File: config.mk
export PLATFORM = sky130hd
export DESIGN_NAME = grar_device_flat
export DESIGN_NICKNAME = d
export VERILOG_FILES = /design/src/core/grar_pkg.sv /design/src/core/grar_can_if.sv /design/src/core/grar_device.sv /design/src/flat_wrapper.sv
export SDC_FILE = /design/constraint.sdc
export NUM_CORES = 1
export LEC_CHECK = 0
export ABC_AREA = 1
export BUFFER_PORTS_ARGS = -buffer_cell sky130_fd_sc_hd__buf_2
export CORE_UTILIZATION = 40
export CTS_BUF_LIST = sky130_fd_sc_hd__clkbuf_16
export CTS_CLUSTER_SIZE = 14
export DETAILED_ROUTE_END_ITERATION = 7
export PLACE_DENSITY = 0.72
export SYNTH_ARGS = -nofsm -noshare
export SYNTH_HDL_FRONTEND = slang
export SYNTH_SLANG_ARGS = --single-unit
File: constraint.sdc
create_clock -name clk -period 5.5 [get_ports clk]
set_input_delay 0.55 -clock clk [delete_from_list [all_inputs] [get_ports clk]]
set_output_delay 0.55 -clock clk [all_outputs]
set_load 0.01 [all_outputs]
File: src/core/grar_pkg.sv
`default_nettype none
package grar_pkg;

  // ----------------------------------------------------------------
  // Frame layout
  // ----------------------------------------------------------------
  localparam int          ID_W          = 29;
  localparam int          GRP_W         = 17;
  localparam int          DATA_W        = 64;
  localparam logic [3:0]  FRAME_DLC     = 4'h8;
  localparam logic [2:0]  PRIO_DEFAULT  = 3'h6;
  localparam logic [7:0]  HI_REQUEST    = 8'hEA;
  localparam logic [7:0]  HI_ACK        = 8'hE8;
  localparam logic [7:0]  ADDR_GLOBAL   = 8'hFF;
  localparam logic [7:0]  FILL_BYTE     = 8'hFF;

  // ----------------------------------------------------------------
  // Acknowledgement codes
  // ----------------------------------------------------------------
  localparam logic [7:0]  ACK_CODE_OK   = 8'h00;
  localparam logic [7:0]  CMD_CODE_MIN  = 8'h80;
  localparam logic [7:0]  CMD_CODE_MAX  = 8'hFA;
  localparam logic [7:0]  INST_SINGLE   = 8'hFF;

  // ----------------------------------------------------------------
  // Sentinel codes of the standard data types
  // ----------------------------------------------------------------
  localparam logic [1:0]  FLAG_OFF      = 2'h0;
  localparam logic [1:0]  FLAG_ON       = 2'h1;
  localparam logic [1:0]  FLAG_ERROR    = 2'h2;
  localparam logic [1:0]  FLAG_NA       = 2'h3;
  localparam logic [7:0]  U8_MAX        = 8'hFC;
  localparam logic [7:0]  U8_RESERVED   = 8'hFD;
  localparam logic [7:0]  U8_OOR        = 8'hFE;
  localparam logic [7:0]  U8_NA         = 8'hFF;
  localparam logic [15:0] U16_MAX       = 16'hFFFC;
  localparam logic [15:0] U16_RESERVED  = 16'hFFFD;
  localparam logic [15:0] U16_OOR       = 16'hFFFE;
  localparam logic [15:0] U16_NA        = 16'hFFFF;
  localparam logic [31:0] U32_MAX       = 32'hFFFFFFFC;
  localparam logic [31:0] U32_RESERVED  = 32'hFFFFFFFD;
  localparam logic [31:0] U32_OOR       = 32'hFFFFFFFE;
  localparam logic [31:0] U32_NA        = 32'hFFFFFFFF;
  localparam logic [31:0] I32_MAX       = 32'h7FFFFFFC;
  localparam logic [31:0] I32_RESERVED  = 32'h7FFFFFFD;
  localparam logic [31:0] I32_OOR       = 32'h7FFFFFFE;
  localparam logic [31:0] I32_NA        = 32'h7FFFFFFF;
  localparam logic [7:0]  CHAR_RESERVED = 8'h00;
  localparam logic [7:0]  CHAR_MAX      = 8'hFD;
  localparam logic [7:0]  CHAR_OOR      = 8'hFE;
  localparam logic [7:0]  CHAR_NA       = 8'hFF;
  localparam logic [31:0] F32_RESERVED  = 32'h7FFFFFFD;
  localparam logic [31:0] F32_OOR       = 32'h7FFFFFFE;
  localparam logic [31:0] F32_NA        = 32'h7FFFFFFF;
  localparam logic [63:0] F64_RESERVED  = 64'h7FFFFFFFFFFFFFFD;
  localparam logic [63:0] F64_OOR       = 64'h7FFFFFFFFFFFFFFE;
  localparam logic [63:0] F64_NA        = 64'h7FFFFFFFFFFFFFFF;

  // ----------------------------------------------------------------
  // Controller register map (word index, paddr[4:2])
  // ----------------------------------------------------------------
  localparam logic [2:0]  REG_CTRL      = 3'h0;
  localparam logic [2:0]  REG_INJ_ID    = 3'h1;
  localparam logic [2:0]  REG_INJ_LO    = 3'h2;
  localparam logic [2:0]  REG_INJ_HI    = 3'h3;
  localparam logic [2:0]  REG_CAP_ID    = 3'h4;
  localparam logic [2:0]  REG_CAP_LO    = 3'h5;
  localparam logic [2:0]  REG_CAP_HI    = 3'h6;
  localparam logic [2:0]  REG_STATUS    = 3'h7;
  localparam int          CTRL_INJECT   = 0;
  localparam int          CTRL_RELEASE  = 1;
  localparam int          CTRL_ADDR_LSB = 8;
  localparam logic [7:0]  HOST_ADDR_RST = 8'hFE;

  // ----------------------------------------------------------------
  // Helpers
  // ----------------------------------------------------------------
  function automatic logic [ID_W-1:0] make_id(input logic [2:0] prio,
      input logic [GRP_W-1:0] grp, input logic [7:0] src);
    make_id = {prio, 1'b0, grp, src};
  endfunction

  function automatic logic [7:0] sat_u8(input logic [8:0] v);
    sat_u8 = (v > {1'b0, U8_MAX}) ? U8_OOR : v[7:0];
  endfunction

endpackage
`default_nettype wire

File: src/core/grar_can_if.sv
`timescale 1ns/100ps
`default_nettype none
interface grar_can_if;
  logic                          rx_valid;
  logic                          rx_ready;
  logic [grar_pkg::ID_W-1:0]     rx_id;
  logic [grar_pkg::DATA_W-1:0]   rx_data;
  logic                          tx_valid;
  logic                          tx_ready;
  logic [grar_pkg::ID_W-1:0]     tx_id;
  logic [grar_pkg::DATA_W-1:0]   tx_data;

  modport dev (input rx_valid, rx_id, rx_data, tx_ready,
               output rx_ready, tx_valid, tx_id, tx_data);
  modport ctl (output rx_valid, rx_id, rx_data, tx_ready,
               input rx_ready, tx_valid, tx_id, tx_data);
endinterface
`default_nettype wire

File: src/core/grar_device.sv
// Behaviour
// - Text MSB first, other numbers LSB first.
// - Byte n holds bits 8n+7..8n, MSB first.
// - Flag codes: off, on, error, unavailable.
// - uint8 sentinels 253 reserved, 254, 255.
// - uint16 sentinels 65533, 65534, 65535.
// - uint32 top three codes are sentinels.
// - int32 top three codes are sentinels.
// - char 0 reserved, 254 range, 255 unavailable.
// - Float sentinels 7F..FD, 7F..FE, 7F..FF.
// - Always send whole group, unavailable filled.
// - Broadcast information normally at priority six.
// - Request: high EAh, priority 6, 3 bytes.
// - Supported request: send group, no ack.
// - Unsupported direct request NAKs; global silent.
// - Acked command gets ACK or coded NAK.
// - Unsupported sub-command: no acknowledgement at all.
// - Ack: high E8h, priority 6, to sender.
// - Receivers accept legacy global acknowledgements too.
// - Ack bytes: code, instance, bank, group.
// - Code zero means success, nonzero failure.
// - Command-specific failure codes span 128 to 250.
// - Extended data frames, length eight, never remote.
// - Identifier: priority, zero, group, source address.
`timescale 1ns/100ps
`default_nettype none
module grar_device #(
  parameter int          DEPTH     = 4,
  parameter logic [7:0]  NAK_UNSUP = 8'h01,
  parameter logic [7:0]  NAK_FAIL  = 8'h01
) (
  // Clock and reset
  input  wire logic                          clk,
  input  wire logic                          arst_n,
  input  wire logic                          ce,
  // Node identity
  input  wire logic [7:0]                    node_addr,
  input  wire logic [7:0]                    node_inst,
  input  wire logic [3:0]                    node_bank,
  // Link to the CAN controller
  grar_can_if.dev                            can,
  // Group supply
  output logic                               grp_req,
  output logic [grar_pkg::GRP_W-1:0]         grp_num,
  input  wire logic                          grp_rsp_valid,
  input  wire logic                          grp_rsp_supported,
  input  wire logic [7:0]                    grp_rsp_avail,
  input  wire logic [grar_pkg::DATA_W-1:0]   grp_rsp_data,
  // Command handler
  output logic                               cmd_valid,
  output logic [grar_pkg::GRP_W-1:0]         cmd_group,
  output logic [7:0]                         cmd_src,
  output logic [grar_pkg::DATA_W-1:0]        cmd_data,
  input  wire logic                          cmd_done,
  input  wire logic                          cmd_ack,
  input  wire logic                          cmd_ok,
  input  wire logic [7:0]                    cmd_code
);

  localparam int PW = $clog2(DEPTH);

  typedef enum logic [1:0] {ST_IDLE, ST_GRP, ST_CMD, ST_PUSH} grar_state_e;

  // ----------------------------------------------------------------
  // Frame builders
  // ----------------------------------------------------------------
  // Unavailable bytes are forced to all ones, the not-available code of
  // unsigned and character items; signed and float items must arrive
  // already coded, since a byte mask cannot tell their type.
  function automatic logic [63:0] na_fill(input logic [63:0] d,
                                          input logic [7:0]  avail);
    na_fill = d;
    for (int i = 0; i < 8; i++) begin
      if (!avail[i]) begin
        na_fill[8*i +: 8] = grar_pkg::FILL_BYTE;
      end
    end
  endfunction

  function automatic logic [63:0] ack_data(input logic [7:0] code,
      input logic [7:0] inst, input logic [3:0] bank,
      input logic [grar_pkg::GRP_W-1:0] grp);
    logic [23:0] g;
    g = {7'h00, grp};
    ack_data = {g[23:16], g[15:8], g[7:0],
                grar_pkg::FILL_BYTE, grar_pkg::FILL_BYTE,
                {4'hF, bank}, inst, code};
  endfunction

  // ----------------------------------------------------------------
  // Receive decode
  // ----------------------------------------------------------------
  wire logic [8:0] rx_hi  = can.rx_id[24:16];
  wire logic [7:0] rx_lo  = can.rx_id[15:8];
  wire logic [7:0] rx_src = can.rx_id[7:0];
  wire logic       to_me  = rx_lo == node_addr;
  wire logic       to_all = rx_lo == grar_pkg::ADDR_GLOBAL;
  wire logic       hi_req = rx_hi == {1'b0, grar_pkg::HI_REQUEST};
  wire logic       hi_ack = rx_hi == {1'b0, grar_pkg::HI_ACK};
  wire logic       is_req = hi_req && (to_me || to_all);
  wire logic       is_cmd = !hi_req && !hi_ack && rx_src != node_addr;
  wire logic       take   = can.rx_valid && can.rx_ready;

  grar_state_e                     state_q;
  logic                            rx_ready_q;
  logic                            direct_q;
  logic [7:0]                      src_q;
  logic [grar_pkg::ID_W-1:0]       pend_id_q;
  logic [grar_pkg::DATA_W-1:0]     pend_data_q;
  logic [grar_pkg::ID_W-1:0]       qid   [DEPTH];
  logic [grar_pkg::DATA_W-1:0]     qdat  [DEPTH];
  logic [PW-1:0]                   wp_q;
  logic [PW-1:0]                   rp_q;
  logic [PW:0]                     cnt_q;
  logic                            tx_valid_q;
  logic [grar_pkg::ID_W-1:0]       tx_id_q;
  logic [grar_pkg::DATA_W-1:0]     tx_data_q;

  wire logic full = cnt_q == (PW+1)'(DEPTH);
  wire logic enq  = ce && state_q == ST_PUSH && !full;
  wire logic pop  = ce && cnt_q != '0 && (!tx_valid_q || can.tx_ready);

  // A NAK never leaves with code zero even if the handler forgets one.
  wire logic [7:0] cmd_res = cmd_ok ? grar_pkg::ACK_CODE_OK
                           : (cmd_code == grar_pkg::ACK_CODE_OK)
                           ? NAK_FAIL : cmd_code;
  wire logic [grar_pkg::GRP_W-1:0] ack_grp = {1'b0, grar_pkg::HI_ACK, src_q};
  wire logic [grar_pkg::ID_W-1:0]  ack_id  =
    grar_pkg::make_id(grar_pkg::PRIO_DEFAULT, ack_grp, node_addr);

  // ----------------------------------------------------------------
  // Sequencer
  // ----------------------------------------------------------------
  always_ff @(posedge clk or negedge arst_n) begin
    if (!arst_n) begin
      state_q     <= ST_IDLE;
      rx_ready_q  <= 1'b0;
      direct_q    <= 1'b0;
      src_q       <= 8'h00;
      pend_id_q   <= '0;
      pend_data_q <= '0;
      grp_req     <= 1'b0;
      grp_num     <= '0;
      cmd_valid   <= 1'b0;
      cmd_group   <= '0;
      cmd_src     <= 8'h00;
      cmd_data    <= '0;
    end else if (ce) begin
      grp_req   <= 1'b0;
      cmd_valid <= 1'b0;
      case (state_q)
        ST_IDLE: begin
          rx_ready_q <= !take;
          if (take) begin
            src_q    <= rx_src;
            direct_q <= to_me;
            if (is_req) begin
              grp_req <= 1'b1;
              grp_num <= can.rx_data[grar_pkg::GRP_W-1:0];
              state_q <= ST_GRP;
            end else if (is_cmd) begin
              cmd_valid <= 1'b1;
              cmd_group <= can.rx_id[24:8];
              cmd_src   <= rx_src;
              cmd_data  <= can.rx_data;
              state_q   <= ST_CMD;
            end else begin
              rx_ready_q <= 1'b1;
            end
          end
        end
        ST_GRP: begin
          if (grp_rsp_valid) begin
            if (grp_rsp_supported) begin
              pend_id_q   <= grar_pkg::make_id(grar_pkg::PRIO_DEFAULT,
                               grp_num, node_addr);
              pend_data_q <= na_fill(grp_rsp_data, grp_rsp_avail);
              state_q     <= ST_PUSH;
            end else if (direct_q) begin
              pend_id_q   <= ack_id;
              pend_data_q <= ack_data(NAK_UNSUP, node_inst, node_bank,
                                      grp_num);
              state_q     <= ST_PUSH;
            end else begin
              rx_ready_q <= 1'b1;
              state_q    <= ST_IDLE;
            end
          end
        end
        ST_CMD: begin
          if (cmd_done) begin
            if (cmd_ack) begin
              pend_id_q   <= ack_id;
              pend_data_q <= ack_data(cmd_res, node_inst, node_bank,
                                      cmd_group);
              state_q     <= ST_PUSH;
            end else begin
              rx_ready_q <= 1'b1;
              state_q    <= ST_IDLE;
            end
          end
        end
        ST_PUSH: begin
          if (!full) begin
            rx_ready_q <= 1'b1;
            state_q    <= ST_IDLE;
          end
        end
        default: begin
          state_q <= ST_IDLE;
        end
      endcase
    end
  end

  // ----------------------------------------------------------------
  // Reply queue and transmit stage
  // ----------------------------------------------------------------
  always_ff @(posedge clk) begin
    if (enq) begin
      qid[wp_q]  <= pend_id_q;
      qdat[wp_q] <= pend_data_q;
    end
  end

  always_ff @(posedge clk or negedge arst_n) begin
    if (!arst_n) begin
      wp_q  <= '0;
      rp_q  <= '0;
      cnt_q <= '0;
    end else begin
      if (enq) begin
        wp_q <= (wp_q == PW'(DEPTH-1)) ? '0 : wp_q + 1'b1;
      end
      if (pop) begin
        rp_q <= (rp_q == PW'(DEPTH-1)) ? '0 : rp_q + 1'b1;
      end
      cnt_q <= cnt_q + {{PW{1'b0}}, enq} - {{PW{1'b0}}, pop};
    end
  end

  always_ff @(posedge clk or negedge arst_n) begin
    if (!arst_n) begin
      tx_valid_q <= 1'b0;
      tx_id_q    <= '0;
      tx_data_q  <= '0;
    end else if (ce) begin
      if (pop) begin
        tx_valid_q <= 1'b1;
        tx_id_q    <= qid[rp_q];
        tx_data_q  <= qdat[rp_q];
      end else if (can.tx_ready) begin
        tx_valid_q <= 1'b0;
      end
    end
  end

  assign can.rx_ready = rx_ready_q;
  assign can.tx_valid = tx_valid_q;
  assign can.tx_id    = tx_id_q;
  assign can.tx_data  = tx_data_q;

endmodule // grar_device
`default_nettype wire

File: src/flat_wrapper.sv
// flat-port wrapper written by rule: the top's interface ports become plain ports
module grar_device_flat 
#(
  parameter int          DEPTH     = 4,
  parameter logic [7:0]  NAK_UNSUP = 8'h01,
  parameter logic [7:0]  NAK_FAIL  = 8'h01
)
  (clk, arst_n, ce, node_addr, node_inst, node_bank, grp_req, grp_num, grp_rsp_valid, grp_rsp_supported, grp_rsp_avail, grp_rsp_data, cmd_valid, cmd_group, cmd_src, cmd_data, cmd_done, cmd_ack, cmd_ok, cmd_code, can_rx_valid, can_rx_id, can_rx_data, can_tx_ready, can_rx_ready, can_tx_valid, can_tx_id, can_tx_data);
  grar_can_if can_i ();
  input  wire logic clk;
  input  wire logic arst_n;
  input  wire logic ce;
  input  wire logic [7:0] node_addr;
  input  wire logic [7:0] node_inst;
  input  wire logic [3:0] node_bank;
  output logic grp_req;
  output logic [grar_pkg::GRP_W-1:0] grp_num;
  input  wire logic grp_rsp_valid;
  input  wire logic grp_rsp_supported;
  input  wire logic [7:0] grp_rsp_avail;
  input  wire logic [grar_pkg::DATA_W-1:0] grp_rsp_data;
  output logic cmd_valid;
  output logic [grar_pkg::GRP_W-1:0] cmd_group;
  output logic [7:0] cmd_src;
  output logic [grar_pkg::DATA_W-1:0] cmd_data;
  input  wire logic cmd_done;
  input  wire logic cmd_ack;
  input  wire logic cmd_ok;
  input  wire logic [7:0] cmd_code;
  input wire logic [$bits(can_i.rx_valid)-1:0] can_rx_valid;
  input wire logic [$bits(can_i.rx_id)-1:0] can_rx_id;
  input wire logic [$bits(can_i.rx_data)-1:0] can_rx_data;
  input wire logic [$bits(can_i.tx_ready)-1:0] can_tx_ready;
  output wire logic [$bits(can_i.rx_ready)-1:0] can_rx_ready;
  output wire logic [$bits(can_i.tx_valid)-1:0] can_tx_valid;
  output wire logic [$bits(can_i.tx_id)-1:0] can_tx_id;
  output wire logic [$bits(can_i.tx_data)-1:0] can_tx_data;
  assign can_i.rx_valid = can_rx_valid;
  assign can_i.rx_id = can_rx_id;
  assign can_i.rx_data = can_rx_data;
  assign can_i.tx_ready = can_tx_ready;
  assign can_rx_ready = can_i.rx_ready;
  assign can_tx_valid = can_i.tx_valid;
  assign can_tx_id = can_i.tx_id;
  assign can_tx_data = can_i.tx_data;
  grar_device #(.DEPTH(DEPTH), .NAK_UNSUP(NAK_UNSUP), .NAK_FAIL(NAK_FAIL)) u_core (.clk(clk), .arst_n(arst_n), .ce(ce), .node_addr(node_addr), .node_inst(node_inst), .node_bank(node_bank), .can(can_i), .grp_req(grp_req), .grp_num(grp_num), .grp_rsp_valid(grp_rsp_valid), .grp_rsp_supported(grp_rsp_supported), .grp_rsp_avail(grp_rsp_avail), .grp_rsp_data(grp_rsp_data), .cmd_valid(cmd_valid), .cmd_group(cmd_group), .cmd_src(cmd_src), .cmd_data(cmd_data), .cmd_done(cmd_done), .cmd_ack(cmd_ack), .cmd_ok(cmd_ok), .cmd_code(cmd_code));
endmodule
Word level (Yosys, flattened, before mapping)

Memories as Yosys holds them, arrays and structs flattened. A register that Yosys moved wholly into a read port is not among the register bits.
Index checks and enable logic that the tools add are counted.

Bitwise logic cells: 1
Add/subtract/negate cells: 4
Reduce and logical (&&, ||, !) cells: 30
Eq/ne operators: 21
Muxes and demuxes: 55

Operators with widths:

| cell                  | number |
|---|---|
| $mux W64              | 5 |
| $mux W29              | 5 |
| $pmux W64 S2          | 1 |
| $mux W8               | 10 |
| $pmux W29 S2          | 1 |
| $mux W2               | 11 |
| $mux W1               | 20 |
| $eq A9 B8 Y1 const B  | 2 |
| $ne A2 B2 Y1 const B  | 7 |
| $reduce_and A6 Y1     | 2 |
| $eq A2 B2 Y1 const B  | 4 |
| $eq A8 B8 Y1          | 1 |
| $eq A8 B8 Y1 const B  | 1 |
| $logic_and A1 B1 Y1   | 8 |
| $logic_not A8 Y1      | 1 |
| $ne A8 B8 Y1          | 1 |
| $pmux W2 S4           | 1 |
| $logic_not A1 Y1      | 7 |
| $reduce_and A7 Y1     | 1 |
| $reduce_and A5 Y1     | 1 |
| $add A2 B1 Y2 const B | 2 |
| $pmux W1 S4           | 1 |
| $reduce_and A2 Y1     | 2 |
| $reduce_and A4 Y1     | 1 |
| other kinds (13)      | 15 |

Flip-flop bits (word level): 221
Bits in writable memories: 372
Word-level logic and storage cells: 129
Bits of input ports: 203
Memories kept: 2

Memory list:

| name        | words | width | read ports | clocked after memory_dff | wr ports | line               | source |
|---|---|---|---|---|---|---|---|
| u_core.qdat | 4     | 64    | 1          | 1                        | 1        | grar_device.sv:111 | `logic [grar_pkg::DATA_W-1:0] qdat [DEPTH];` |
| u_core.qid  | 4     | 29    | 1          | 1                        | 1        | grar_device.sv:110 | `logic [grar_pkg::ID_W-1:0] qid [DEPTH];` |

Longest topological paths before layout

Gate-level depths: netlist of run 1.

Depth in word-level cells: 8
Depth in mapped cells: 13

Least setup slack after synthesis of run 1

OpenSTA, ideal clock, no wires.

Path type: input to register
Start point: input port ce
End point: memory u_core.qdat[0][0] in the netlist's numbering, enable pin
Setup slack: -11 ps
Data required time: 4,960 ps
Arrival: 4,971 ps
Setup time: 540 ps
Path buffers: 0
Stages on the path: 4
Cell sequence: inv_1 > nor3_1 > inv_1 > nor2_1

Longest elaborated chain between the ends: 4

RTL lines:

| what                              | line               | source |
|---|---|---|
| from (decl)                       | flat_wrapper.sv:12 | `input wire logic ce;` |
| $logic_and A1 B1 Y1 (2 in series) | grar_device.sv:120 | `wire logic enq = ce && state_q == ST_PUSH && !full;` |
| $mux W1                           | grar_device.sv:220 | `if (enq) begin` |
| $mux W1 (not written as such)     | grar_device.sv:222 | `qdat[wp_q] <= pend_data_q;` |
| to (decl)                         | grar_device.sv:111 |  |

Every way passes these cells.

Worst setup path in the final report of run 1

Start point: register u_core.state_q[0]
End point: register u_core.pend_data_q[18] in the netlist's numbering

Longest elaborated chain between the ends: 3
Elaborated cells on any way between the ends: 9

RTL lines:

| what                                                  | line               | source |
|---|---|---|
| from (decl)                                           | grar_device.sv:104 | `grar_state_e state_q;` |
| from (signal assigned)                                | grar_device.sv:136 | `state_q <= ST_IDLE;` |
| from (signal assigned)                                | grar_device.sv:160 | `state_q <= ST_GRP;` |
| from (signal assigned)                                | grar_device.sv:166 | `state_q <= ST_CMD;` |
| $eq A2 B1 Y1 or $eq A2 B2 Y1 (tied branches)          | grar_device.sv:151 | `case (state_q)` |
| $ne A3 B2 Y1 (no source line) (tied with other cells) | -                  |  |
| $reduce_and A6 Y1 (no source line)                    | -                  |  |
| to (signal assigned)                                  | grar_device.sv:177 | `pend_data_q <= na_fill(grp_rsp_data, grp_rsp_avail);` |
| to (signal assigned)                                  | grar_device.sv:181 | `pend_data_q <= ack_data(NAK_UNSUP, node_inst, node_bank,` |
| to (signal assigned)                                  | grar_device.sv:194 | `pend_data_q <= ack_data(cmd_res, node_inst, node_bank,` |
| to (decl)                                             | grar_device.sv:109 | `logic [grar_pkg::DATA_W-1:0] pend_data_q;` |

Parallel ways exist; a longest one is shown, timed or not.
A chain may end at the register's enable or synchronous reset.

==> results of run 1 <==
sequential cells by signal, summed over array words and instances (netlist names), 2 cells and up:
| name | count |
|---|---|
| u_core.rp_q | 2 |
| u_core.cnt_q | 3 |
| u_core.cmd_src | 8 |
| u_core.can.tx_id | 26 |
| u_core.state_q | 2 |
| u_core.qid | 104 |
| u_core.pend_id_q | 26 |
| u_core.src_q | 8 |
| u_core.pend_data_q | 64 |
| u_core.wp_q | 2 |
| u_core.cmd_group | 17 |
| u_core.cmd_data | 64 |
| u_core.grp_num | 17 |
| u_core.can.tx_data | 64 |
| u_core.qdat | 256 |
cells by family after synthesis:
group,count (synthesis)
AO/OA/AOI/OAI,453
AND/OR/NAND/NOR,1038
other,1
adder cells (fa/ha/maj),8
XOR/XNOR,9
flip-flops,668
buffers and inverters,188
metal layers:
layer | track usage | wire [microns] | up-vias
li1 | - | - | 8765
met1 | 0.2834 | 29700 | 9136
met2 | 0.3723 | 35870 | 755
met4 | 0.07457 | 2044 | 2
met3 | 0.04073 | 5242 | 126
met5 | 0 | 20 | -
layout make-up:
type,count,share of cell area
well taps,846,0.03412
flip-flops and latches,668,0.5971
clock buffers,74,0.05968
inverters,54,0.006815
multi-input cells,1510,0.2142
clock inverters,59,0.01343
diodes,2,0.0001613
repair buffers,431,0.07452
metrics by stage:
stage	setup TNS (ns)	cell area, sq um	instances	hold WS, ns
2_1_floorplan	-3.914	25900	2366	0.2544
3_3_place_gp	0	28740	3508	0.4507
3_5_place_dp	0	28740	3508	0.4560
4_1_cts	0	31020	3642	0.1031
5_1_grt	0	31020	3642	0.1231
6_report	0	31030	3644	0.1457
critical path, delay by kind of cell, from the launching register on:
family / cells / cell delay, ns
flops: 1 / 0.41
simple gates: 3 / 1.32
buf+inv: 3 / 1.42
compound gates: 2 / 0.32
worst min-delay path by stage:
stage | slack (ns) | start | endpoint | cells after the start
2_1_floorplan | 0.25 | arst_n | u_core.can.rx_ready | 0
3_3_place_gp | 0.45 | u_core.cmd_data[13] | u_core.cmd_data[13] | 2
3_5_place_dp | 0.46 | u_core.cmd_data[42] | u_core.cmd_data[42] | 2
4_1_cts | 0.10 | can_rx_data[27] | u_core.cmd_data[27] | 3
5_1_grt | 0.12 | can_rx_data[49] | u_core.cmd_data[49] | 3
6_report | 0.15 | can_rx_data[32] | u_core.cmd_data[32] | 3
cells in the mapped netlist, drive strengths merged:
cell    number
dfrtp      308
nand2      767
a21oi        3
o311ai       1
nand4        3
o21ai      311
inv         52
a31oi       25
conb         1
or2          1
nor3         7
clkinv       2
o31ai        2
xnor2        9
buf         38
a21o         1
nor2       249
clkbuf      96
edfxtp     360
nand3       11
o22ai      110
ha           7
fa           1
where the power goes:
| part | switching [uW] | total (uW) | internal [uW] |
|---|---|---|---|
| clock | 1990 | 4640 | 2650 |
| sequential | 975 | 7730 | 6760 |
| combinational | 2970 | 4480 | 1510 |
| total | 5930 | 16800 | 10900 |
==> insert_results.sql, run 1 <==
INSERT INTO impl_metrics (metric_group, metric, value, unit) VALUES
('run_status', 'outcome', 'completed', ''),
('yosys', 'synth-seq-cells', '668', ''),
('clock_network', 'postCtsHoldBufs', '1', ''),
('cells_and_area', 'layout.nets', '2948', ''),
('grt', 'number_of_global_route_vias_before_repair', '17940', ''),
('setup_path', 'setup.reg_to_reg.worst_slack', '1.93', 'ns'),
('flow_run', 'max_cap_viol_count', '0', ''),
('place', 'input_output_buffers', '399', ''),
('floorplan', 'io_pins', '406', ''),
('route', 'final_antenna_net_count', '0', ''),
('route', 'drt-initial-drc-count', '1513', ''),
('setup_path', 'slowest_delay', '0.94', 'ns'),
('pwr', 'finalPower', '16850', 'uW'),
('grt', 'total_overflow_reported_by_the_global_router', '0', ''),
('clock_network', 'clk_latency', '0.61', 'ns'),
('clock_network', 'clk_root_buffer_cell', 'sky130_fd_sc_hd__clkbuf_16', ''),
('timing', 'grt_setup_unrepaired', 'no', ''),
('floorplan', 'placement_rows', '92', ''),
('yosys', 'top_cell_type_by_total_area_after_synthesis', 'sky130_fd_sc_hd__edfxtp_1', ''),
('yosys', 'post_synth_xor_area_fraction', '0.003044', ''),
('clock_network', 'htreeDepth', '3', ''),
('timing', 'slew_headroom', '0.2334', ''),
('clock_network', 'cts_resized', '0', ''),
('cells_and_area', 'final_cell_mix', '764 x sky130_fd_sc_hd__nand2_1, 398 x sky130_fd_sc_hd__buf_2, 360 x sky130_fd_sc_hd__edfxtp_1, 306 x sky130_fd_sc_hd__dfrtp_1, 300 x sky130_fd_sc_hd__o21ai_0', ''),
('timing', 'worstMarginPinSlew', '1.150', 'ns'),
('cells_and_area', 'post_layout_utilization_of_the_core', '0.4883', ''),
('floorplan', 'die_w', '256.4', 'microns'),
('yosys', 'ys_warn_count', '0', ''),
('place', 'routabilityCongestion', '0.9000', ''),
('route', 'via_per_inst', '5.155', ''),
('hold_path', 'hold_class', 'input pin to flop', ''),
('route', 'detailedRoute.firstPassIterationCount', '5', ''),
('yosys', 'synth_top_area_share', '0.4175', ''),
('cells_and_area', 'multi_input_area', '0.006646', 'sq mm'),
('floorplan', 'dieHeight', '256.4', 'microns'),
('yosys', 'syn_area_per_cell', '10.95', 'sq um'),
('clock_network', 'sink_count_of_the_clock_tree', '668', ''),
('yosys', 'synth_compound_gate_area_share', '0.09452', ''),
('setup_path', 'critical_path_peak_fanout', '35', ''),
('pwr', 'peakVddDrop', '0.0003130', 'V'),
('pwr', 'leakage', '0.01368', 'uW'),
('yosys', 'synthMuxAreaShare', '0', ''),
('setup_path', 'crit_type', 'flop to flop', ''),
('floorplan', 'placeableCoreArea', '0.06354', 'sq mm'),
('route', 'wl_per_cell', '20.00', 'microns'),
('setup_path', 'critPathSlowestCell', 'sky130_fd_sc_hd__clkinv_1', ''),
('yosys', 'postSynthCellCount', '2365', ''),
('clock_network', 'clk_pin_slew_worst_paths', '0.06', 'ns'),
('setup_path', 'critical_path.reg2reg.startpoint', 'u_core.state_q[0]', ''),
('setup_path', 'cp-end-kind', 'flop', ''),
('floorplan', 'fp.dieArea', '0.06575', 'sq mm'),
('cells_and_area', 'seq_area', '0.01853', 'sq mm'),
('timing', 'final_hold_viols', '0', ''),
('grt', 'grt_pass1_wl', '109.0', 'mm'),
('grt', 'grtUsageTotal', '0.2197', ''),
('grt', 'grt_max_degree', '135', ''),
('floorplan', 'start_util', '0.4075', ''),
('yosys', 'simple_gate_portion_of_the_synthesized_area', '0.1529', ''),
('setup_path', 'r2r.worst_path.cells', '8', ''),
('cells_and_area', 'layout.cells.most_common', 'sky130_fd_sc_hd__nand2_1', ''),
('yosys', 'synth.yosys.seq_area_share', '0.7152', ''),
('clock_network', 'cts_setup_buffers', '0', ''),
('pwr', 'p_per_area', '542.9', 'mW/mm^2'),
('place', 'dp.final_hpwl', '46.86', 'mm'),
('timing', 'finalClockSkew', '0.02389', 'ns'),
('yosys', 'yosys_cell_types', '32', ''),
('setup_path', 'critical_path.endpoint', 'u_core.pend_data_q[18]', ''),
('setup_path', 'worst_setup_path_startpoint', 'u_core.state_q[0]', ''),
('timing', 'setup-violations-final', '0', ''),
('yosys', 'yosys.area_share.adder', '0.004156', ''),
('grt', 'antenna_found_initial', '10', '');
Note: power is estimated with default switching activity, not from simulation.
==> run 2, diff against run 1 <==
ABC_AREA = 0   (was 1)
clock period = 3.15 ns   (was 5.5 ns; I/O delays follow)
==> insert_results.sql, run 2 <==
INSERT INTO impl_metrics (metric_group, metric, value, unit) VALUES
('run_status', 'outcome', 'completed', ''),
('grt', 'grt_pass1_wl', '99.42', 'mm'),
('floorplan', 'die_w', '254.6', 'microns'),
('timing', 'final_min_period_over_clock_period', '0.7661', ''),
('clock_network', 'clk_pin_slew_worst_paths', '0.06', 'ns'),
('cells_and_area', 'fill_cells', '5170', ''),
('clock_network', 'clk_latency', '0.61', 'ns'),
('clock_network', 'cts_tree', 'yes', ''),
('place', 'routabilityCongestion', '0.8363', ''),
('pwr', 'pwr-share-seq', '0.450', ''),
('grt', 'antenna_found_initial', '8', ''),
('floorplan', 'placement_rows', '92', ''),
('route', 'final_antenna_net_count', '0', ''),
('timing', 'grt_setup_unrepaired', 'no', ''),
('route', 'drt-initial-drc-count', '912', ''),
('cells_and_area', 'largest_reg_flops', '256', ''),
('timing', 'finalClockSkew', '0.02742', 'ns'),
('yosys', 'synth_top_cells_by_count', '360 x sky130_fd_sc_hd__edfxtp_1, 308 x sky130_fd_sc_hd__dfrtp_1, 204 x sky130_fd_sc_hd__mux2_2, 104 x sky130_fd_sc_hd__o21ai_0, 103 x sky130_fd_sc_hd__nand2_1', ''),
('timing', 'final_hold_viols', '0', ''),
('flow_run', 'max_cap_viol_count', '0', ''),
('timing', 'setup-violations-final', '0', ''),
('grt', 'number_of_global_route_vias_before_repair', '16160', ''),
('yosys', 'yosys_cell_types', '47', ''),
('grt', 'total_overflow_reported_by_the_global_router', '0', ''),
('cells_and_area', 'reg.largest.list', 'u_core.qdat: 256 flops, u_core.qid: 104 flops', ''),
('clock_network', 'postCtsHoldBufs', '102', ''),
('cells_and_area', 'layout.cells.most_common', 'sky130_fd_sc_hd__buf_2', ''),
('pwr', 'p_clk_frac', '0.295', ''),
('timing', 'finalMaxSlewViolations', '0', ''),
('yosys', 'synthesis.area', '0.02552', 'sq mm'),
('timing', 'slew_headroom', '0.4858', ''),
('setup_path', 'crit_type', 'flop to flop', ''),
('clock_network', 'cts-buffers-inserted', '71', ''),
('grt', 'grtUsageTotal', '0.2100', ''),
('yosys', 'synth.yosys.seq_area_share', '0.7255', ''),
('cells_and_area', 'layout-area-overhead-vs-synth', '27.08', '%'),
('yosys', 'top_cell_type_by_total_area_after_synthesis', 'sky130_fd_sc_hd__edfxtp_1', ''),
('clock_network', 'cts_setup_buffers', '0', ''),
('hold_path', 'hold_class', 'input pin to flop', ''),
('setup_path', 'critPathRequiredTime', '3.63', 'ns'),
('pwr', 'peakVddDrop', '0.0006302', 'V'),
('yosys', 'post-synth-top-count-cell', 'sky130_fd_sc_hd__edfxtp_1', ''),
('pwr', 'power.internal', '21240', 'uW'),
('yosys', 'postSynthCellCount', '1467', ''),
('yosys', 'netlist_top_cells_area', 'sky130_fd_sc_hd__edfxtp_1 42%, sky130_fd_sc_hd__dfrtp_1 30%, sky130_fd_sc_hd__mux2_2 9.0%, sky130_fd_sc_hd__mux4_2 7.9%, sky130_fd_sc_hd__o21ai_0 2.0%', ''),
('timing', 'worstMarginPinSlew', '0.7714', 'ns'),
('clock_network', 'htreeDepth', '3', ''),
('pwr', 'power_switching', '9166', 'uW'),
('cells_and_area', 'final_layout_size_suffix_gt1_frac', '0.4203', ''),
('hold_path', 'min_delay_path_depth', '2', ''),
('clock_network', 'sink_count_of_the_clock_tree', '668', ''),
('timing', 'worst_setup_slack_after_layout', '0.7369', 'ns'),
('cells_and_area', 'final_cell_mix', '398 x sky130_fd_sc_hd__buf_2, 360 x sky130_fd_sc_hd__edfxtp_1, 306 x sky130_fd_sc_hd__dfrtp_1, 204 x sky130_fd_sc_hd__mux2_2, 104 x sky130_fd_sc_hd__o21ai_0', ''),
('pwr', 'switching_share', '0.3015', ''),
('setup_path', 'worstSetupStartpointType', 'flop', ''),
('yosys', 'ys_warn_count', '0', ''),
('setup_path', 'arrival_worst_endpoint', '2.90', 'ns'),
('setup_path', 'critPathSlowestCell', 'sky130_fd_sc_hd__or3_1', ''),
('grt', 'grt_max_degree', '94', ''),
('timing', 'whs', '0.03518', 'ns'),
('floorplan', 'io_pins', '406', ''),
('yosys', 'ys.flop_type', 'sky130_fd_sc_hd__edfxtp_1', ''),
('pwr', 'p_per_area', '937.4', 'mW/mm^2'),
('pwr', 'finalPower', '30400', 'uW'),
('pwr', 'power.combinational.fraction', '0.255', ''),
('timing', 'fmax', '414.4', 'MHz'),
('setup_path', 'critical_path_peak_fanout', '4', ''),
('floorplan', 'dieHeight', '254.6', 'microns'),
('route', 'wl_per_cell', '23.09', 'microns'),
('yosys', 'synth-seq-cells', '668', ''),
('cells_and_area', 'layout.nets', '2217', ''),
('clock_network', 'cts_resized', '0', ''),
('clock_network', 'clk_root_buffer_cell', 'sky130_fd_sc_hd__clkbuf_16', ''),
('place', 'input_output_buffers', '399', ''),
('clock_network', 'cts.path.max_buffers', '3', ''),
('route', 'vias', '15090', ''),
('floorplan', 'placeableCoreArea', '0.06308', 'sq mm'),
('route', 'post-route-drc-count', '0', ''),
('yosys', 'syn_area_per_cell', '17.40', 'sq um'),
('place', 'dp.final_hpwl', '42.98', 'mm'),
('timing', 'finalCriticalPeriod', '2.413', 'ns'),
('timing', 'tns', '0', 'ns'),
('route', 'drt-total-wl', '67.31', 'mm'),
('setup_path', 'cp-end-kind', 'flop', ''),
('place', 'placement.setup.worst_slack', '0.7400', 'ns'),
('floorplan', 'fp.dieArea', '0.06482', 'sq mm'),
('setup_path', 'slowest_delay', '0.45', 'ns'),
('setup_path', 'r2r.worst_path.cells', '9', ''),
('route', 'via_per_inst', '5.176', ''),
('yosys', 'ys_async_sr_fraction', '0.4611', ''),
('yosys', 'synth_top_area_share', '0.4236', ''),
('pwr', 'leakage', '0.01307', 'uW'),
('floorplan', 'start_util', '0.4046', ''),
('setup_path', 'crit_path_cell_trace', 'or3_1 > nand3_4 > inv_1 > ha_1 > inv_1 > ha_1 > fa_1 > xor2_1 > xnor2_1', ''),
('route', 'detailedRoute.firstPassIterationCount', '8', ''),
('cells_and_area', 'largest-register', 'u_core.qdat', ''),
('yosys', 'synth_edf_count', '360', '');
[run 2: cell types whose count changed after synthesis, sizes merged, moves of 31 or more]
cell and delta:
nand2 -664, mux2 +212, o21ai -207, nor2 -201
o22ai -94, mux4 +90, clkbuf -56, a21oi +31
inv -31
[run 2: final timing paths]
path,to,start,slack [ns]
min in group asynchronous,u_core.cmd_data[17],arst_n,0.34
worst min register to register,u_core.cmd_valid,u_core.cmd_valid,0.49
worst min-delay path,u_core.pend_id_q[2],node_addr[2],0.04
worst max-delay path,u_core.cnt_q[2],u_core.cnt_q[2],0.74
max in group asynchronous,u_core.can.tx_data[26],arst_n,1.94
worst max register to register,u_core.cnt_q[2],u_core.cnt_q[2],0.74
[run 2: layout make-up]
class / count / area [sq um] / share of cell area
Inverter: 21 / 78.83 / 0.002430
Clock inverter: 60 / 760.7 / 0.02345
Antenna cell: 4 / 10.01 / 0.0003086
Sequential cell: 668 / 18530 / 0.5712
Multi-Input combinational cell: 699 / 6601 / 0.2035
Tap cell: 846 / 1059 / 0.03264
Timing Repair Buffer: 545 / 3598 / 0.1109
Clock buffer: 72 / 1802 / 0.05555
[run 2: metrics by stage]
step,instance area [sq um],utilization,std cells
finish,32430,0.5142,2915
global route,32430,0.5141,2914
CTS,32410,0.5139,2910
detailed placement,28830,0.4571,2676
global placement,28830,0.4571,2676
floorplan,25530,-,1468
[run 2: routing by layer]
metal  GRT usage  wire, microns  vias to the layer above  share of wire
met5           0             23                        -        0.00034
met4     0.09855           2910                        4          0.043
met3     0.04603           4252                      142          0.063
met2      0.3489          32900                      606           0.49
met1      0.2619          27230                     7727           0.40
li1            -              -                     6608              -
[run 2: power groups by stage]
stage,Combinational [uW],Clock [uW],Sequential [uW]
after floorplan,4230,0,13800
after global placement,7580,0,13600
after detailed placement,7770,0,13800
after CTS,7890,9180,13700
after global routing,8430,9530,14000
final,7750,8970,13700
[run 2: cell families after synthesis]
logic type / synth area share
flops: 0.7255
mux: 0.1771
simple gates: 0.03260
compound gates: 0.03637
buf+inv: 0.01784
xor+xnor: 0.006177
fa+ha+maj: 0.004216
other cells: 0.0001469
[run 2: critical path, delay by kind of cell, from the launching register on]
family / cells / cell delay, ns
and+or+nand+nor: 2 / 0.57
DFF: 1 / 0.42
xor gates and xnor gates: 2 / 0.31
adders and majority gates: 3 / 0.90
buffers and inverters: 2 / 0.11
==> run 3, diff against run 2 <==
PLACE_DENSITY = 0.7   (was 0.72)
clock period = 2.4 ns   (was 3.15 ns; I/O delays follow)
==> insert_results.sql, run 3 (synthesis gave the netlist of run 2 again) <==
INSERT INTO impl_metrics (metric_group, metric, value, unit) VALUES
('grt', 'total_overflow_reported_by_the_global_router', '0', ''),
('timing', 'finalMaxSlewViolations', '0', ''),
('setup_path', 'cp-end-kind', 'flop', ''),
('setup_path', 'worstSetupStartpointType', 'flop', ''),
('route', 'drt-initial-drc-count', '935', ''),
('pwr', 'power.combinational.fraction', '0.265', ''),
('timing', 'whs', '0.05041', 'ns'),
('place', 'dp.final_hpwl', '43.13', 'mm'),
('route', 'wl_per_cell', '22.16', 'microns'),
('floorplan', 'dieHeight', '254.6', 'microns'),
('flow_run', 'max_cap_viol_count', '0', ''),
('route', 'final_antenna_net_count', '0', ''),
('grt', 'grtUsageTotal', '0.2046', ''),
('pwr', 'power.internal', '26980', 'uW'),
('floorplan', 'io_pins', '406', ''),
('timing', 'finalClockSkew', '0.02547', 'ns'),
('setup_path', 'critical_path_peak_fanout', '2', ''),
('clock_network', 'htreeDepth', '3', ''),
('cells_and_area', 'largest-register', 'u_core.qdat', ''),
('timing', 'worstMarginPinSlew', '0.7814', 'ns'),
('pwr', 'leakage', '0.01325', 'uW'),
('floorplan', 'start_util', '0.4046', ''),
('place', 'input_output_buffers', '399', ''),
('clock_network', 'sink_count_of_the_clock_tree', '668', ''),
('floorplan', 'fp.dieArea', '0.06482', 'sq mm'),
('setup_path', 'arrival_worst_endpoint', '2.71', 'ns'),
('clock_network', 'cts.path.max_buffers', '3', ''),
('timing', 'fmax', '445.2', 'MHz'),
('grt', 'number_of_global_route_vias_before_repair', '15840', ''),
('setup_path', 'critPathRequiredTime', '2.87', 'ns'),
('pwr', 'peakVddDrop', '0.0006626', 'V'),
('route', 'post-route-drc-count', '0', ''),
('setup_path', 'r2r.worst_path.cells', '9', ''),
('cells_and_area', 'layout-area-overhead-vs-synth', '28.26', '%'),
('floorplan', 'die_w', '254.6', 'microns'),
('cells_and_area', 'reg.largest.list', 'u_core.qdat: 256 flops, u_core.qid: 104 flops', ''),
('grt', 'antenna_found_initial', '8', ''),
('clock_network', 'clk_latency', '0.60', 'ns'),
('cells_and_area', 'layout.cells.most_common', 'sky130_fd_sc_hd__buf_2', ''),
('route', 'detailedRoute.firstPassIterationCount', '5', ''),
('timing', 'grt_setup_unrepaired', 'no', ''),
('hold_path', 'holdPathEnd', 'u_core.pend_data_q[10]', ''),
('cells_and_area', 'layout.nets', '2265', ''),
('timing', 'finalCriticalPeriod', '2.246', 'ns'),
('hold_path', 'min_delay_path_depth', '3', ''),
('clock_network', 'clk_root_buffer_cell', 'sky130_fd_sc_hd__clkbuf_16', ''),
('route', 'drt-total-wl', '65.68', 'mm'),
('grt', 'grt_max_degree', '106', ''),
('timing', 'slew_headroom', '0.4790', ''),
('timing', 'final_min_period_over_clock_period', '0.9359', ''),
('setup_path', 'setup.reg_to_reg.worst_slack', '0.15', 'ns'),
('clock_network', 'cts_setup_buffers', '0', ''),
('setup_path', 'critical_path.reg2reg.startpoint', 'u_core.cnt_q[2]', ''),
('floorplan', 'placeableCoreArea', '0.06308', 'sq mm'),
('clock_network', 'cts_tree', 'yes', ''),
('timing', 'setup-violations-final', '0', ''),
('route', 'vias', '15090', ''),
('setup_path', 'crit_type', 'flop to flop', ''),
('route', 'via_per_inst', '5.090', ''),
('timing', 'tns', '0', 'ns'),
('hold_path', 'min_from', 'node_inst[2]', ''),
('floorplan', 'placement_rows', '92', ''),
('cells_and_area', 'final_cell_mix', '398 x sky130_fd_sc_hd__buf_2, 360 x sky130_fd_sc_hd__edfxtp_1, 306 x sky130_fd_sc_hd__dfrtp_1, 204 x sky130_fd_sc_hd__mux2_2, 138 x sky130_fd_sc_hd__dlygate4sd3_1', ''),
('cells_and_area', 'final_layout_size_suffix_gt1_frac', '0.4136', ''),
('pwr', 'p_per_area', '1183', 'mW/mm^2'),
('setup_path', 'regToRegEndpoint', 'u_core.cnt_q[2]', ''),
('pwr', 'switching_share', '0.3033', ''),
('cells_and_area', 'largest_reg_flops', '256', ''),
('pwr', 'pwr-share-seq', '0.465', ''),
('place', 'routabilityCongestion', '0.8119', ''),
('pwr', 'power_switching', '11740', 'uW'),
('run_status', 'outcome', 'completed', ''),
('pwr', 'finalPower', '38720', 'uW'),
('hold_path', 'hold_class', 'input pin to flop', ''),
('clock_network', 'clk_pin_slew_worst_paths', '0.06', 'ns'),
('grt', 'grt_pass1_wl', '96.64', 'mm'),
('timing', 'final_hold_viols', '0', ''),
('pwr', 'p_clk_frac', '0.270', ''),
('clock_network', 'cts-buffers-inserted', '71', '');
==> run 3: cell types whose count changed in the layout (fill, tap and decap cells not counted), sizes merged <==
cell / change
clkinvlp: -1
clkinv: -4
bufinv: -10
clkbuf: +1
diode: +1
dlygate4sd3: +35
buf: +13
inv: +14
==> run 3: critical path, cell delays in order (launching register included) <==
cell	delay [ns]
sky130_fd_sc_hd__dfrtp_1	0.38
sky130_fd_sc_hd__or3_4	0.41
sky130_fd_sc_hd__nand3_4	0.08
sky130_fd_sc_hd__inv_1	0.05
sky130_fd_sc_hd__ha_1	0.27
sky130_fd_sc_hd__inv_1	0.04
sky130_fd_sc_hd__ha_1	0.20
sky130_fd_sc_hd__fa_1	0.40
sky130_fd_sc_hd__xor2_1	0.18
sky130_fd_sc_hd__xnor2_1	0.12
==> run 3: final cells by class <==
class	count	area, sq um
antenna	5	12.51
clock buffer	73	1827
clock inverter	59	436.7
fill	5167	30340
inverter	21	78.83
multi-input combinational	699	6601
sequential	668	18530
tap	846	1059
timing repair buffer	593	4197
==> run 3: worst max-delay path by stage <==
stage / from / to / slack (ns)
global route: u_core.cnt_q[2] / u_core.cnt_q[2] / 0.04
floorplan: ce / u_core.qdat[0][0] / -0.14
global placement: u_core.cnt_q[2] / u_core.cnt_q[2] / 0.10
detailed placement: u_core.cnt_q[2] / u_core.cnt_q[2] / 0.10
finish: u_core.cnt_q[2] / u_core.cnt_q[2] / 0.15
CTS: u_core.cnt_q[2] / u_core.cnt_q[2] / 0.1
==> run 3: power by group through the flow <==
stage / logic, uW / clock network [uW] / registers [uW]
3_3_place_gp: 10000 / 0 / 17900
6_report: 10200 / 10500 / 18000
5_1_grt: 11100 / 11200 / 18400
3_5_place_dp: 10200 / 0 / 18200
4_1_cts: 10400 / 10800 / 18000
2_1_floorplan: 5570 / 0 / 18100
==> run 3: repair_timing <==
item                                    4_1_cts  5_1_grt
endpoints found under the setup margin        0        1
resized for setup                             0        1
hold buffers                                138        0
hold endpoints to repair                    223        0
==> run 3: metal layers <==
metal / wire length, microns / track usage / share of wire
met1: 25870 / 0.2559 / 0.39
met2: 32920 / 0.3488 / 0.50
met3: 4653 / 0.03950 / 0.071
met4: 2232 / 0.08417 / 0.034
met5: 0 / 0 / 0
==> run 3: metrics by stage <==
step	cell area, sq um	worst slack [ns]	util	instances
2_1_floorplan	25550	-0.1443	-	1468
3_3_place_gp	29070	0.1000	0.4609	2689
3_5_place_dp	29070	0.1017	0.4609	2689
4_1_cts	32720	0.09571	0.5187	2959
5_1_grt	32720	0.04064	0.5188	2959
6_report	32740	0.1538	0.5190	2964
